### config.mk
export PLATFORM = sky130hd
export DESIGN_NAME = wtl_wake_timer
export DESIGN_NICKNAME = d
export VERILOG_FILES = /design/src/pkg/wtl_pkg.sv /design/src/wtl_wake_timer.sv /design/src/wtl_prescaler.sv
export SDC_FILE = /design/constraint.sdc
export NUM_CORES = 1
export LEC_CHECK = 0
export ABC_AREA = 1
export BUFFER_PORTS_ARGS = -buffer_cell sky130_fd_sc_hd__buf_2
export CAP_MARGIN = 10
export CORE_MARGIN = 4
export CORE_UTILIZATION = 60
export DETAILED_ROUTE_END_ITERATION = 12
export GPL_TIMING_DRIVEN = 0
export PLACE_DENSITY_LB_ADDON = 0.12
export SYNTH_ARGS = -nofsm -noshare
export SYNTH_HDL_FRONTEND = slang
export SYNTH_SLANG_ARGS = --single-unit
### constraint.sdc
create_clock -name core_clk -period 2.7 [get_ports core_clk]
set_input_delay 0.405 -clock core_clk [delete_from_list [all_inputs] [get_ports core_clk]]
set_output_delay 0.405 -clock core_clk [all_outputs]
set_load 0.1 [all_outputs]
### src/pkg/wtl_pkg.sv
// wake timer package: register map, field layout, reset values and types
package wtl_pkg;

    // ************************************************************
    // register offsets
    // ************************************************************
    localparam logic [7:0] ADDR_FIELD_COUNT_HIGH = 8'h21;
    localparam logic [7:0] ADDR_FIELD_COUNT_LOW = 8'h22;
    localparam logic [7:0] ADDR_WAKE_CONTROL = 8'h23;
    localparam logic [7:0] ADDR_RELOAD_HIGH = 8'h24;
    localparam logic [7:0] ADDR_RELOAD_LOW = 8'h25;

    // ************************************************************
    // control register field positions
    // ************************************************************
    localparam int BIT_ACTIVE = 7;
    localparam int BIT_QUALIFIER = 6;
    localparam int BIT_TRIM = 5;
    localparam int BIT_SENSE = 4;
    localparam int BIT_RELOAD = 3;
    localparam int BIT_WAKE = 2;
    localparam int BIT_CLK_HI = 1;
    localparam int BIT_CLK_LO = 0;

    // ************************************************************
    // reset values
    // ************************************************************
    localparam logic [7:0] RESET_RELOAD_BYTE = 8'h00;
    localparam logic [5:0] RESET_CTRL = 6'h00;

    // ************************************************************
    // clock select codes and divide ratios
    // ************************************************************
    localparam logic [1:0] CLK_SEL_DIV1 = 2'h0;
    localparam logic [1:0] CLK_SEL_DIV8 = 2'h1;
    localparam logic [1:0] CLK_SEL_DIV16 = 2'h2;
    localparam logic [1:0] CLK_SEL_DIV32 = 2'h3;
    localparam logic [5:0] DIV_RATIO_1 = 6'h01;
    localparam logic [5:0] DIV_RATIO_8 = 6'h08;
    localparam logic [5:0] DIV_RATIO_16 = 6'h10;
    localparam logic [5:0] DIV_RATIO_32 = 6'h20;

    // ************************************************************
    // types
    // ************************************************************
    typedef struct packed {
        logic underflow_osc_trim_en;
        logic underflow_card_sense_en;
        logic wake_auto_reload_en;
        logic underflow_wake_en;
        logic [1:0] wake_clock_select;
    } wtl_ctrl_type;

    typedef enum logic [1:0] {
        SENSE_IDLE = 2'b01,
        SENSE_FIELD = 2'b10
    } wtl_sense_type;

endpackage : wtl_pkg

### src/wtl_wake_timer.sv
// wake timer with reload, underflow actions and card sense sequencing
module wtl_wake_timer
#(
    parameter int COUNT_W = 16
)
(
    input wire logic core_clk,
    input wire logic rst,
    input wire logic [7:0] reg_addr,
    input wire logic reg_wr,
    input wire logic reg_rd,
    input wire logic [7:0] reg_wdata,
    output logic [7:0] reg_rdata,
    output logic read_during_rx,
    input wire logic low_freq_oscillator,
    input wire logic [15:0] field_window_count,
    input wire logic rx_active,
    input wire logic flag_clear,
    output logic wake_underflow_flag,
    output logic wake_active_flag,
    output logic [COUNT_W-1:0] wake_count,
    output logic osc_trim_start,
    output logic wake_request,
    output logic card_sense_start,
    output logic rf_field_en,
    input wire logic field_window_done,
    input wire logic card_present,
    input wire logic card_irq_en,
    output logic card_irq_req,
    output logic stay_active,
    output logic power_down_req
);

    // ************************************************************
    // elaboration checks
    // ************************************************************
    if (COUNT_W != 16)
    begin : g_width_check
        $error("wake timer count width must be 16");
    end

    // ************************************************************
    // state
    // ************************************************************
    wtl_pkg::wtl_ctrl_type ctrl_r;
    wtl_pkg::wtl_ctrl_type ctrl_nxt;
    wtl_pkg::wtl_sense_type sense_r;
    wtl_pkg::wtl_sense_type sense_nxt;
    logic running_r;
    logic running_nxt;
    logic [COUNT_W-1:0] count_r;
    logic [COUNT_W-1:0] count_nxt;
    logic [7:0] reload_high_r;
    logic [7:0] reload_high_nxt;
    logic [7:0] reload_low_r;
    logic [7:0] reload_low_nxt;
    logic flag_r;
    logic flag_nxt;
    logic [7:0] rdata_r;
    logic [7:0] rdata_nxt;
    logic rx_read_r;
    logic rx_read_nxt;
    logic trim_r;
    logic trim_nxt;
    logic wake_r;
    logic wake_nxt;
    logic sense_start_r;
    logic sense_start_nxt;
    logic irq_r;
    logic irq_nxt;
    logic stay_r;
    logic stay_nxt;
    logic pdown_r;
    logic pdown_nxt;
    logic tick;
    logic underflow;
    logic start_event;
    logic ctrl_write;
    logic [COUNT_W-1:0] reload_word;

    // ************************************************************
    // prescaler
    // ************************************************************
    wtl_prescaler wtl_prescaler_inst
    (
        .core_clk(core_clk),
        .rst(rst),
        .low_freq_oscillator(low_freq_oscillator),
        .wake_clock_select(ctrl_r.wake_clock_select),
        .restart(start_event),
        .tick(tick)
    );

    // ************************************************************
    // decode helpers
    // ************************************************************
    assign reload_word = {reload_high_r, reload_low_r};
    assign ctrl_write = reg_wr && (reg_addr == wtl_pkg::ADDR_WAKE_CONTROL);
    // start only when qualified and asking to run
    assign start_event = ctrl_write && reg_wdata[wtl_pkg::BIT_QUALIFIER]
        && reg_wdata[wtl_pkg::BIT_ACTIVE];
    // tick arriving while running with the count already at zero
    assign underflow = running_r && tick && (count_r == '0);

    // ************************************************************
    // next state
    // ************************************************************
    always_comb
    begin
        ctrl_nxt = ctrl_r;
        running_nxt = running_r;
        count_nxt = count_r;
        reload_high_nxt = reload_high_r;
        reload_low_nxt = reload_low_r;
        flag_nxt = flag_r;
        sense_nxt = sense_r;
        rdata_nxt = rdata_r;
        rx_read_nxt = 1'b0;
        trim_nxt = 1'b0;
        wake_nxt = 1'b0;
        sense_start_nxt = 1'b0;
        irq_nxt = 1'b0;
        stay_nxt = stay_r;
        pdown_nxt = 1'b0;

        // counting
        if (running_r && tick)
        begin
            if (count_r == '0)
            begin
                if (ctrl_r.wake_auto_reload_en || ctrl_r.underflow_card_sense_en)
                    count_nxt = reload_word;
                else
                    running_nxt = 1'b0;
            end
            else
                count_nxt = count_r - 16'h0001;
        end

        // underflow actions
        if (flag_clear)
            flag_nxt = 1'b0;
        if (underflow)
        begin
            flag_nxt = 1'b1;
            trim_nxt = ctrl_r.underflow_osc_trim_en;
            wake_nxt = ctrl_r.underflow_wake_en;
        end

        // card sense sequence
        case (sense_r)
            wtl_pkg::SENSE_IDLE:
            begin
                if (underflow && ctrl_r.underflow_card_sense_en)
                begin
                    sense_start_nxt = 1'b1;
                    stay_nxt = 1'b0;
                    sense_nxt = wtl_pkg::SENSE_FIELD;
                end
            end
            wtl_pkg::SENSE_FIELD:
            begin
                if (field_window_done)
                begin
                    sense_nxt = wtl_pkg::SENSE_IDLE;
                    if (card_present)
                    begin
                        irq_nxt = card_irq_en;
                        stay_nxt = card_irq_en;
                    end
                    else
                        pdown_nxt = ctrl_r.underflow_wake_en;
                end
            end
            default:
                sense_nxt = wtl_pkg::SENSE_IDLE;
        endcase

        // register writes
        if (ctrl_write)
        begin
            ctrl_nxt = reg_wdata[5:0];
            if (reg_wdata[wtl_pkg::BIT_QUALIFIER])
                running_nxt = reg_wdata[wtl_pkg::BIT_ACTIVE];
            if (start_event)
                count_nxt = reload_word;
        end
        else if (reg_wr && (reg_addr == wtl_pkg::ADDR_RELOAD_HIGH))
            reload_high_nxt = reg_wdata;
        else if (reg_wr && (reg_addr == wtl_pkg::ADDR_RELOAD_LOW))
            reload_low_nxt = reg_wdata;

        // register reads
        if (reg_rd)
        begin
            if (reg_addr == wtl_pkg::ADDR_FIELD_COUNT_HIGH)
            begin
                rdata_nxt = field_window_count[15:8];
                rx_read_nxt = rx_active;
            end
            else if (reg_addr == wtl_pkg::ADDR_FIELD_COUNT_LOW)
            begin
                rdata_nxt = field_window_count[7:0];
                rx_read_nxt = rx_active;
            end
            else if (reg_addr == wtl_pkg::ADDR_WAKE_CONTROL)
                rdata_nxt = {running_r, 1'b0, ctrl_r};
            else if (reg_addr == wtl_pkg::ADDR_RELOAD_HIGH)
                rdata_nxt = reload_high_r;
            else if (reg_addr == wtl_pkg::ADDR_RELOAD_LOW)
                rdata_nxt = reload_low_r;
            else
                rdata_nxt = 8'h00;
        end
    end

    // ************************************************************
    // registers
    // ************************************************************
    always_ff @(posedge core_clk)
    begin
        if (rst)
        begin
            ctrl_r <= wtl_pkg::RESET_CTRL;
            running_r <= 1'b0;
            count_r <= '0;
            reload_high_r <= wtl_pkg::RESET_RELOAD_BYTE;
            reload_low_r <= wtl_pkg::RESET_RELOAD_BYTE;
            flag_r <= 1'b0;
            sense_r <= wtl_pkg::SENSE_IDLE;
            rdata_r <= 8'h00;
            rx_read_r <= 1'b0;
            trim_r <= 1'b0;
            wake_r <= 1'b0;
            sense_start_r <= 1'b0;
            irq_r <= 1'b0;
            stay_r <= 1'b0;
            pdown_r <= 1'b0;
        end
        else
        begin
            ctrl_r <= ctrl_nxt;
            running_r <= running_nxt;
            count_r <= count_nxt;
            reload_high_r <= reload_high_nxt;
            reload_low_r <= reload_low_nxt;
            flag_r <= flag_nxt;
            sense_r <= sense_nxt;
            rdata_r <= rdata_nxt;
            rx_read_r <= rx_read_nxt;
            trim_r <= trim_nxt;
            wake_r <= wake_nxt;
            sense_start_r <= sense_start_nxt;
            irq_r <= irq_nxt;
            stay_r <= stay_nxt;
            pdown_r <= pdown_nxt;
        end
    end

    // ************************************************************
    // outputs
    // ************************************************************
    assign reg_rdata = rdata_r;
    assign read_during_rx = rx_read_r;
    assign wake_underflow_flag = flag_r;
    assign wake_active_flag = running_r;
    assign wake_count = count_r;
    assign osc_trim_start = trim_r;
    assign wake_request = wake_r;
    assign card_sense_start = sense_start_r;
    // field stays on while the field window runs
    assign rf_field_en = (sense_r == wtl_pkg::SENSE_FIELD);
    assign card_irq_req = irq_r;
    assign stay_active = stay_r;
    assign power_down_req = pdown_r;

endmodule : wtl_wake_timer

### src/wtl_prescaler.sv
// low frequency oscillator edge detector and selectable prescaler
module wtl_prescaler
(
    input wire logic core_clk,
    input wire logic rst,
    input wire logic low_freq_oscillator,
    input wire logic [1:0] wake_clock_select,
    input wire logic restart,
    output logic tick
);

    logic osc_prev_r;
    logic osc_prev_nxt;
    logic [5:0] div_cnt_r;
    logic [5:0] div_cnt_nxt;
    logic tick_r;
    logic tick_nxt;
    logic [5:0] ratio;
    logic rise;

    // ************************************************************
    // ratio decode and divider
    // ************************************************************
    always_comb
    begin
        if (wake_clock_select == wtl_pkg::CLK_SEL_DIV8)
            ratio = wtl_pkg::DIV_RATIO_8;
        else if (wake_clock_select == wtl_pkg::CLK_SEL_DIV16)
            ratio = wtl_pkg::DIV_RATIO_16;
        else if (wake_clock_select == wtl_pkg::CLK_SEL_DIV32)
            ratio = wtl_pkg::DIV_RATIO_32;
        else
            ratio = wtl_pkg::DIV_RATIO_1;
        rise = low_freq_oscillator & ~osc_prev_r;
        osc_prev_nxt = low_freq_oscillator;
        div_cnt_nxt = div_cnt_r;
        tick_nxt = 1'b0;
        if (restart)
            div_cnt_nxt = 6'h00;
        else if (rise)
        begin
            if (div_cnt_r + 6'h01 >= ratio)
            begin
                div_cnt_nxt = 6'h00;
                tick_nxt = 1'b1;
            end
            else
                div_cnt_nxt = div_cnt_r + 6'h01;
        end
    end

    // registers
    always_ff @(posedge core_clk)
    begin
        if (rst)
        begin
            osc_prev_r <= 1'b0;
            div_cnt_r <= 6'h00;
            tick_r <= 1'b0;
        end
        else
        begin
            osc_prev_r <= osc_prev_nxt;
            div_cnt_r <= div_cnt_nxt;
            tick_r <= tick_nxt;
        end
    end

    assign tick = tick_r;

endmodule : wtl_prescaler

* Word level (Yosys, flattened, before mapping)
Cells that the tools add are included.
** Storage, ports and cells
- Register bits :: 65
- Word-level logic and storage cells :: 104
** Operators by class
- Add/subtract/negate cells :: 2
- $lt $le $gt $ge :: 1
- Equal/unequal tests :: 13
- Multiplexer cells :: 32
- Bitwise operators :: 11
- Reduce and logical (&&, ||, !) cells :: 23
** Operators with widths (count)
- $mux 16 :: 5
- $eq 8x6->1 const B :: 5
- $mux 8 :: 5
- $mux 6 :: 4
- $logic_not 16->1 :: 1
- $sub 16x1->16 const B :: 1
- $mux 1 :: 14
- $not 1->1 :: 10
- $logic_and 1x1->1 :: 8
- $reduce_or 2->1 :: 4
- $reduce_or 4->1 :: 2
- $add 6x1->6 const B :: 1
- $eq 2x2->1 const B :: 3
- $ge 6x6->1 :: 1
- $eq 2x1->1 const B :: 2
- $mux 2 :: 2
- $ne 2x1->1 const B :: 2
- $pmux 2 s2 :: 1
- $reduce_and 2->1 :: 2
- $reduce_and 4->1 :: 1
- $reduce_bool 2->1 :: 2
- $reduce_and 3->1 :: 1
- $reduce_or 3->1 :: 1
- $ne 2x2->1 const B :: 1
- other kinds (3) :: 3

* Depth between registers and ports, before layout
- Depth after elaboration :: 6
- Mapped depth :: 13

* Cells and area by module
Synthesis repeated with hierarchy kept, for this count alone.
** Unflattened totals
- Cells, all modules :: 648
- Area total of the unflattened synthesis :: 3935.0 um^2
** By module, submodules not included
- wtl_wake_timer :: times used 1, cells each 569, area an instance 3404.5 um^2, seq. area each 1141.1 um^2
- wtl_prescaler :: times used 1, cells each 79, area an instance 530.5 um^2, seq. area each 160.2 um^2

* Worst setup path after synthesis
OpenSTA, ideal clock, no wires.
- Path type :: register to register
- Start :: reg count_r[0], in the netlist wake_count[0]
- End :: reg stay_r, in the netlist stay_active
- Data arrival time :: 2.204 ns
- Required time :: 2.581 ns
- Setup slack :: 0.377 ns
- Stages on the path, launching flop included :: 13
- Path buffers :: 0
- Cell sequence :: dfxtp_1 -> inv_1 -> ha_1 -> inv_1 -> nor2_1 -> nand2_1 -> nor2_2 -> nand2_4 -> clkinv_2 -> nand3_2 -> nand2_2 -> a21oi_1 -> nor2_1
** Between the ends
- Cells in the longest elaborated chain, start to end :: 5
** RTL lines
- from (decl) :: RTL line wtl_wake_timer.sv:51 : logic [COUNT_W-1:0] count_r;
- from (signal assigned) :: RTL line wtl_wake_timer.sv:244 : count_r <= count_nxt;
- $logic_not 16->1 :: RTL line wtl_wake_timer.sv:103 : assign underflow = running_r && tick && (count_r == '0);
- $logic_and 1x1->1 :: RTL line wtl_wake_timer.sv:103
- $logic_and 1x1->1 :: RTL line wtl_wake_timer.sv:154 : if (underflow && ctrl_r.underflow_card_sense_en)
- $ne 2x2->1 (no source line)
- $reduce_and 4->1 (no source line)
- to (signal assigned) :: RTL line wtl_wake_timer.sv:255 : stay_r <= stay_nxt;
- to (decl) :: RTL line wtl_wake_timer.sv:71 : logic stay_r;
No other way between the ends.
A chain may end at the register's enable or synchronous reset.

* Final worst setup path
- Start :: reg wtl_prescaler_inst.div_cnt_r[0]
- End :: reg wtl_prescaler_inst.div_cnt_r[3]
** Between the ends
- Cells in the longest elaborated chain, start to end :: 3
** RTL lines
- from (decl) :: RTL line wtl_prescaler.sv:14 : logic [5:0] div_cnt_r;
- from (signal assigned) :: RTL line wtl_prescaler.sv:64 : div_cnt_r <= div_cnt_nxt;
- $add 6x1->6 (*) :: RTL line wtl_prescaler.sv:42, wtl_prescaler.sv:48
- $ge 6x6->1 :: RTL line wtl_prescaler.sv:42 : if (div_cnt_r + 6'h01 >= ratio)
- $mux 6 (*) :: RTL line wtl_prescaler.sv:42
Every way passes the cells marked *; elsewhere a longest branch is shown, timed or not.

==> results by stage <==
Final layout:
- The repair_antennas step left the layout with diodes totalling 0.
- In the final design database the tool counted 747 nets.
- The fraction of final layout cells sized beyond drive strength 1 is 19.63%.
- The final instance area is 4603 sq um.
- The area growth from synthesis to layout is 16.68%.
- Leaving out fill and tap cells, the most frequent cells in the layout are nand2_1 (143), buf_2 (80), inv_1 (77), dfxtp_1 (65), nand3_1 (61).
- The count of cells in the finished layout, fillers not included, comes to 780.
- Counting the fill cells in the layout gives 576.
- The library cell used most frequently in the layout, excluding fill and tap cells, is nand2_1.

Synth:
- In the post-synthesis netlist, the biggest area contributors are dfxtp_1 (33%), nand2_1 (14%), nand3_1 (7.7%), inv_1 (7.3%), o21ai_0 (6.1%).
- After synthesis, the largest family of logic cells by area is simple AND/OR/NAND/NOR gates.
- The area fraction of the dominant cell type after synthesis is 32.98%.
- The complex-gate fraction of the synthesized area is ~14%.
- The post-synthesis instance area is 3945 sq um.
- The number of nets in the synthesized netlist is 663.
- The share of the Yosys chip area taken by registers is 32.98%.
- The number of different library cells used by synthesis comes to 35.
- The number of register bits inferred by synthesis is 65.
- Synthesis produced 614 cells.
- The synthesized netlist devotes 2.220% of its cell area to XOR and XNOR gates.
- The yosys synthesis warning count is 0.
- The mean post-synth cell area is around 6.4 sq um.
- The mux cell area share after synthesis is 0%.
- After Yosys synthesis, and, or, nand and nor cells account for 36.82% of the synthesized area.
- The post-synthesis share of cell area spent on full adders, half adders and majority gates is ~2.2%.
- dfxtp_1 takes more of the synthesized area than any other cell.

Global routing:
- The maximum number of pins on one net before global-route repair is 12.
- Summed over all layers, the global routing overflow is 0.
- The overall global routing resource usage is 29.30%.
- The global-route wire length before repair is 17.97 mm.
- The via count of the first global-routing pass is between 3k and 4k.
- The number of antenna violations at the first check in global routing is 0.

Placement:
- The number of placed instances with taps included is between 700 and 800.
- OpenSTA, run right after detailed placement, puts the worst setup slack at 0.5026 ns.
- The placer congestion estimate is around 0.97.
- Port buffering added 73 buffers.
- The standard cell area after detailed placement is roughly 4400 sq um.
- The post-DP HPWL is 8.735 mm.

Die:
- Row generation in the floorplan step produced 29 rows.
- In this run the count of I/O pins placed on the die edge is 76.
- Once the floorplan was initialized, standard cells occupied 62.13% of the core.
- The overall die height is approximately 89 microns.
- The floorplan step set the die width to 89.09 microns.
- The region available for standard cell placement spans roughly 6300 sq um.
- The die footprint is 7936 sq um.

Routing:
- The routed layout has 4272 vias.
- After detailed routing, the number of remaining DRC violations is 0.
- Dividing the detail-routed wire length by the instance count gives 14.63 microns.
- The wire length reported by the detailed router is approximately 11 mm.
- The first routing iteration left ~400 violations.
- Dividing the detail-routed via count by the number of cells gives between 5 and 6.
- The post-detailed-route count of antenna-violating nets is 0.
- The first detailed-routing pass took 5 iterations.

Worst setup path:
- STA classifies the critical path endpoint as a flop.
- The longest individual stage delay on the worst path is 0.41 ns.
- Among all stages on the critical path, the largest delay is contributed by dfxtp_1.
- The data required time of the worst path is 2.98 ns.
- The data arrival time at the worst-slack endpoint is 2.46 ns.
- The cell that appears most often on the critical path is nand3_1.
- The category of the worst setup path launch point is a flop.
- The critical path goes through nand3_1 -> nand3b_1 -> xnor2_1 -> ha_1 -> nand2_1 -> inv_1 -> nand4_1 -> nand3_1 -> nor2_2 -> nand3_1 -> a21oi_1.
- By startpoint and endpoint, the worst setup path is classified as flop to flop.
- Of all nets on the critical path, the largest fanout is 7.

Timing:
- On the final layout, the worst hold slack is 0.2352 ns.
- The final worst clock skew is 0.01269 ns.
- Summed over all failing endpoints, the final setup total negative slack is 0 ns.
- The count of final hold-check violations is 0.
- Setup repair after global routing left no endpoint under its margin.
- The maximum operating frequency is 0.4582 GHz.
- In this run the tightest slew margin relative to its limit is 62.35%.
- For the pin with the worst max-slew slack, the measured transition is 0.5647 ns.
- The part of the cycle the worst path needs is roughly four fifths.
- The final count of negative-setup-slack endpoints is 0.
- The final count of pins violating max slew was 0.
- The final worst setup slack is 0.5175 ns.
- The minimum clock period is between 2 and 2.5 ns.

CTS:
- The number of buffers inserted to repair setup after CTS is 0.
- The total number of clock tree sinks is 65.
- The latest clock arrival within the worst-skew pair is 0.35 ns.
- The cell at the root of the clock tree is clkbuf_8.
- After clock tree synthesis, the repair step resized 0 gates.
- The TritonCTS clock tree is done.
- The total CTS buffers is 9.
- The H-tree was split into 3 levels.
- The maximum buffer depth of the clock tree is 2.
- Clock-pin slew was measured on the worst setup and hold paths at 0.07 ns.
- Hold repair after CTS inserted 0 buffers.

Pwr:
- Across the VDD grid, the largest voltage drop is a little over 0.4 mV.
- The leakage power of the design is 2.237 nW.
- The total power density per cell area is 431.7 nW/um^2.

Outcome:
- The flow ran to the end, and the final reports show no timing, DRC or antenna violations.

Run:
- The number of max-capacitance violations reported is 0.

Min path:
- The worst min-delay path category is primary input to flop.
state kept, by name, indices dropped and copies added, names as in the netlist, 2 cells and up:
| name | count |
|---|---|
| reload_high_r | 8 |
| reload_low_r | 8 |
| wtl_prescaler_inst.div_cnt_r | 6 |
| reg_rdata | 8 |
| ctrl_r | 6 |
| sense_r | 2 |
| wake_count | 16 |
power breakdown:
part | switching (mW) | total, mW | internal (mW) | leakage [nW]
combinational | 0.125 | 0.175 | 0.0501 | 1.62
clock | 0.393 | 0.842 | 0.449 | 0.0953
sequential | 0.00409 | 0.970 | 0.966 | 0.525
kinds of logic after synthesis:
kind of cell | Yosys count
simple gates | 315
compound gates | 112
buf+inv | 105
flops | 65
xor+xnor | 10
fa+ha+maj | 7
worst paths after layout:
path                                        start                               to  slack, ns  depth (start not counted)
setup / recovery  wtl_prescaler_inst.div_cnt_r[0]  wtl_prescaler_inst.div_cnt_r[3]       0.52                         11
hold / removal                       card_present                   power_down_req       0.24                          2
setup reg to reg  wtl_prescaler_inst.div_cnt_r[0]  wtl_prescaler_inst.div_cnt_r[3]       0.52                         11
hold reg to reg               wake_underflow_flag              wake_underflow_flag       0.48                          2
stage by stage:
step	total power, mW	utilization (%)
after floorplan	1.101	-
after global placement	1.163	69.40
after detailed placement	1.165	69.40
after CTS	1.992	72.49
after global routing	2.058	72.49
final	1.987	72.49
worst max-delay path: cells and delay by family, from the launching register on:
kind                       cells  cell delay [ns]
xor gates and xnor gates       1             0.26
DFF                            1             0.41
adders and majority gates      1             0.30
buffers and inverters          1             0.05
and+or+nand+nor                7             0.97
AOI/OAI and AO/OA              1             0.13
cell usage after synthesis:
cell type and number:
nand2_1 143, inv_1 77, dfxtp_1 65, nand3_1 61
nor2_1 57, o21ai_0 48, a21oi_1 43, o21ai_1 19
nor3_1 14, nor2_2 10, clkbuf_1 8, buf_2 7
ha_1 7, xor2_1 7, nand2_2 6, nand3_2 6
buf_6 5, nand4_1 5, inv_2 4, xnor2_1 3
buf_4 2, nand3b_1 2, nor2_4 2, nor3_2 2
and2_1 1, and3_1 1, clkinv_1 1, clkinv_2 1
nand2_4 1, nand4_4 1, nor2_8 1, nor4_1 1
o211ai_1 1, o21ai_2 1, or2_2 1
per-layer routing:
metal | part of all wire (%) | vias up | track usage (%)
met5 | 0 | - | 0
met4 | 2.1 | 0 | 11.91
met3 | 7.6 | 22 | 4.516
met2 | 48 | 160 | 48.09
met1 | 43 | 1942 | 38.45
li1 | - | 2148 | -
final cells by class:
type | instances | area (sq um) | area share (%)
repair buffers | 73 | 365.4 | 7.937
inverters | 83 | 312.8 | 6.795
clock inverters | 5 | 55.05 | 1.196
plain buffers | 22 | 136.4 | 2.963
multi-input cells | 444 | 2195 | 47.68
well taps | 77 | 96.34 | 2.093
clock buffers | 11 | 141.4 | 3.071
flip-flops and latches | 65 | 1301 | 28.27
Power figures use the tool's default switching activity.
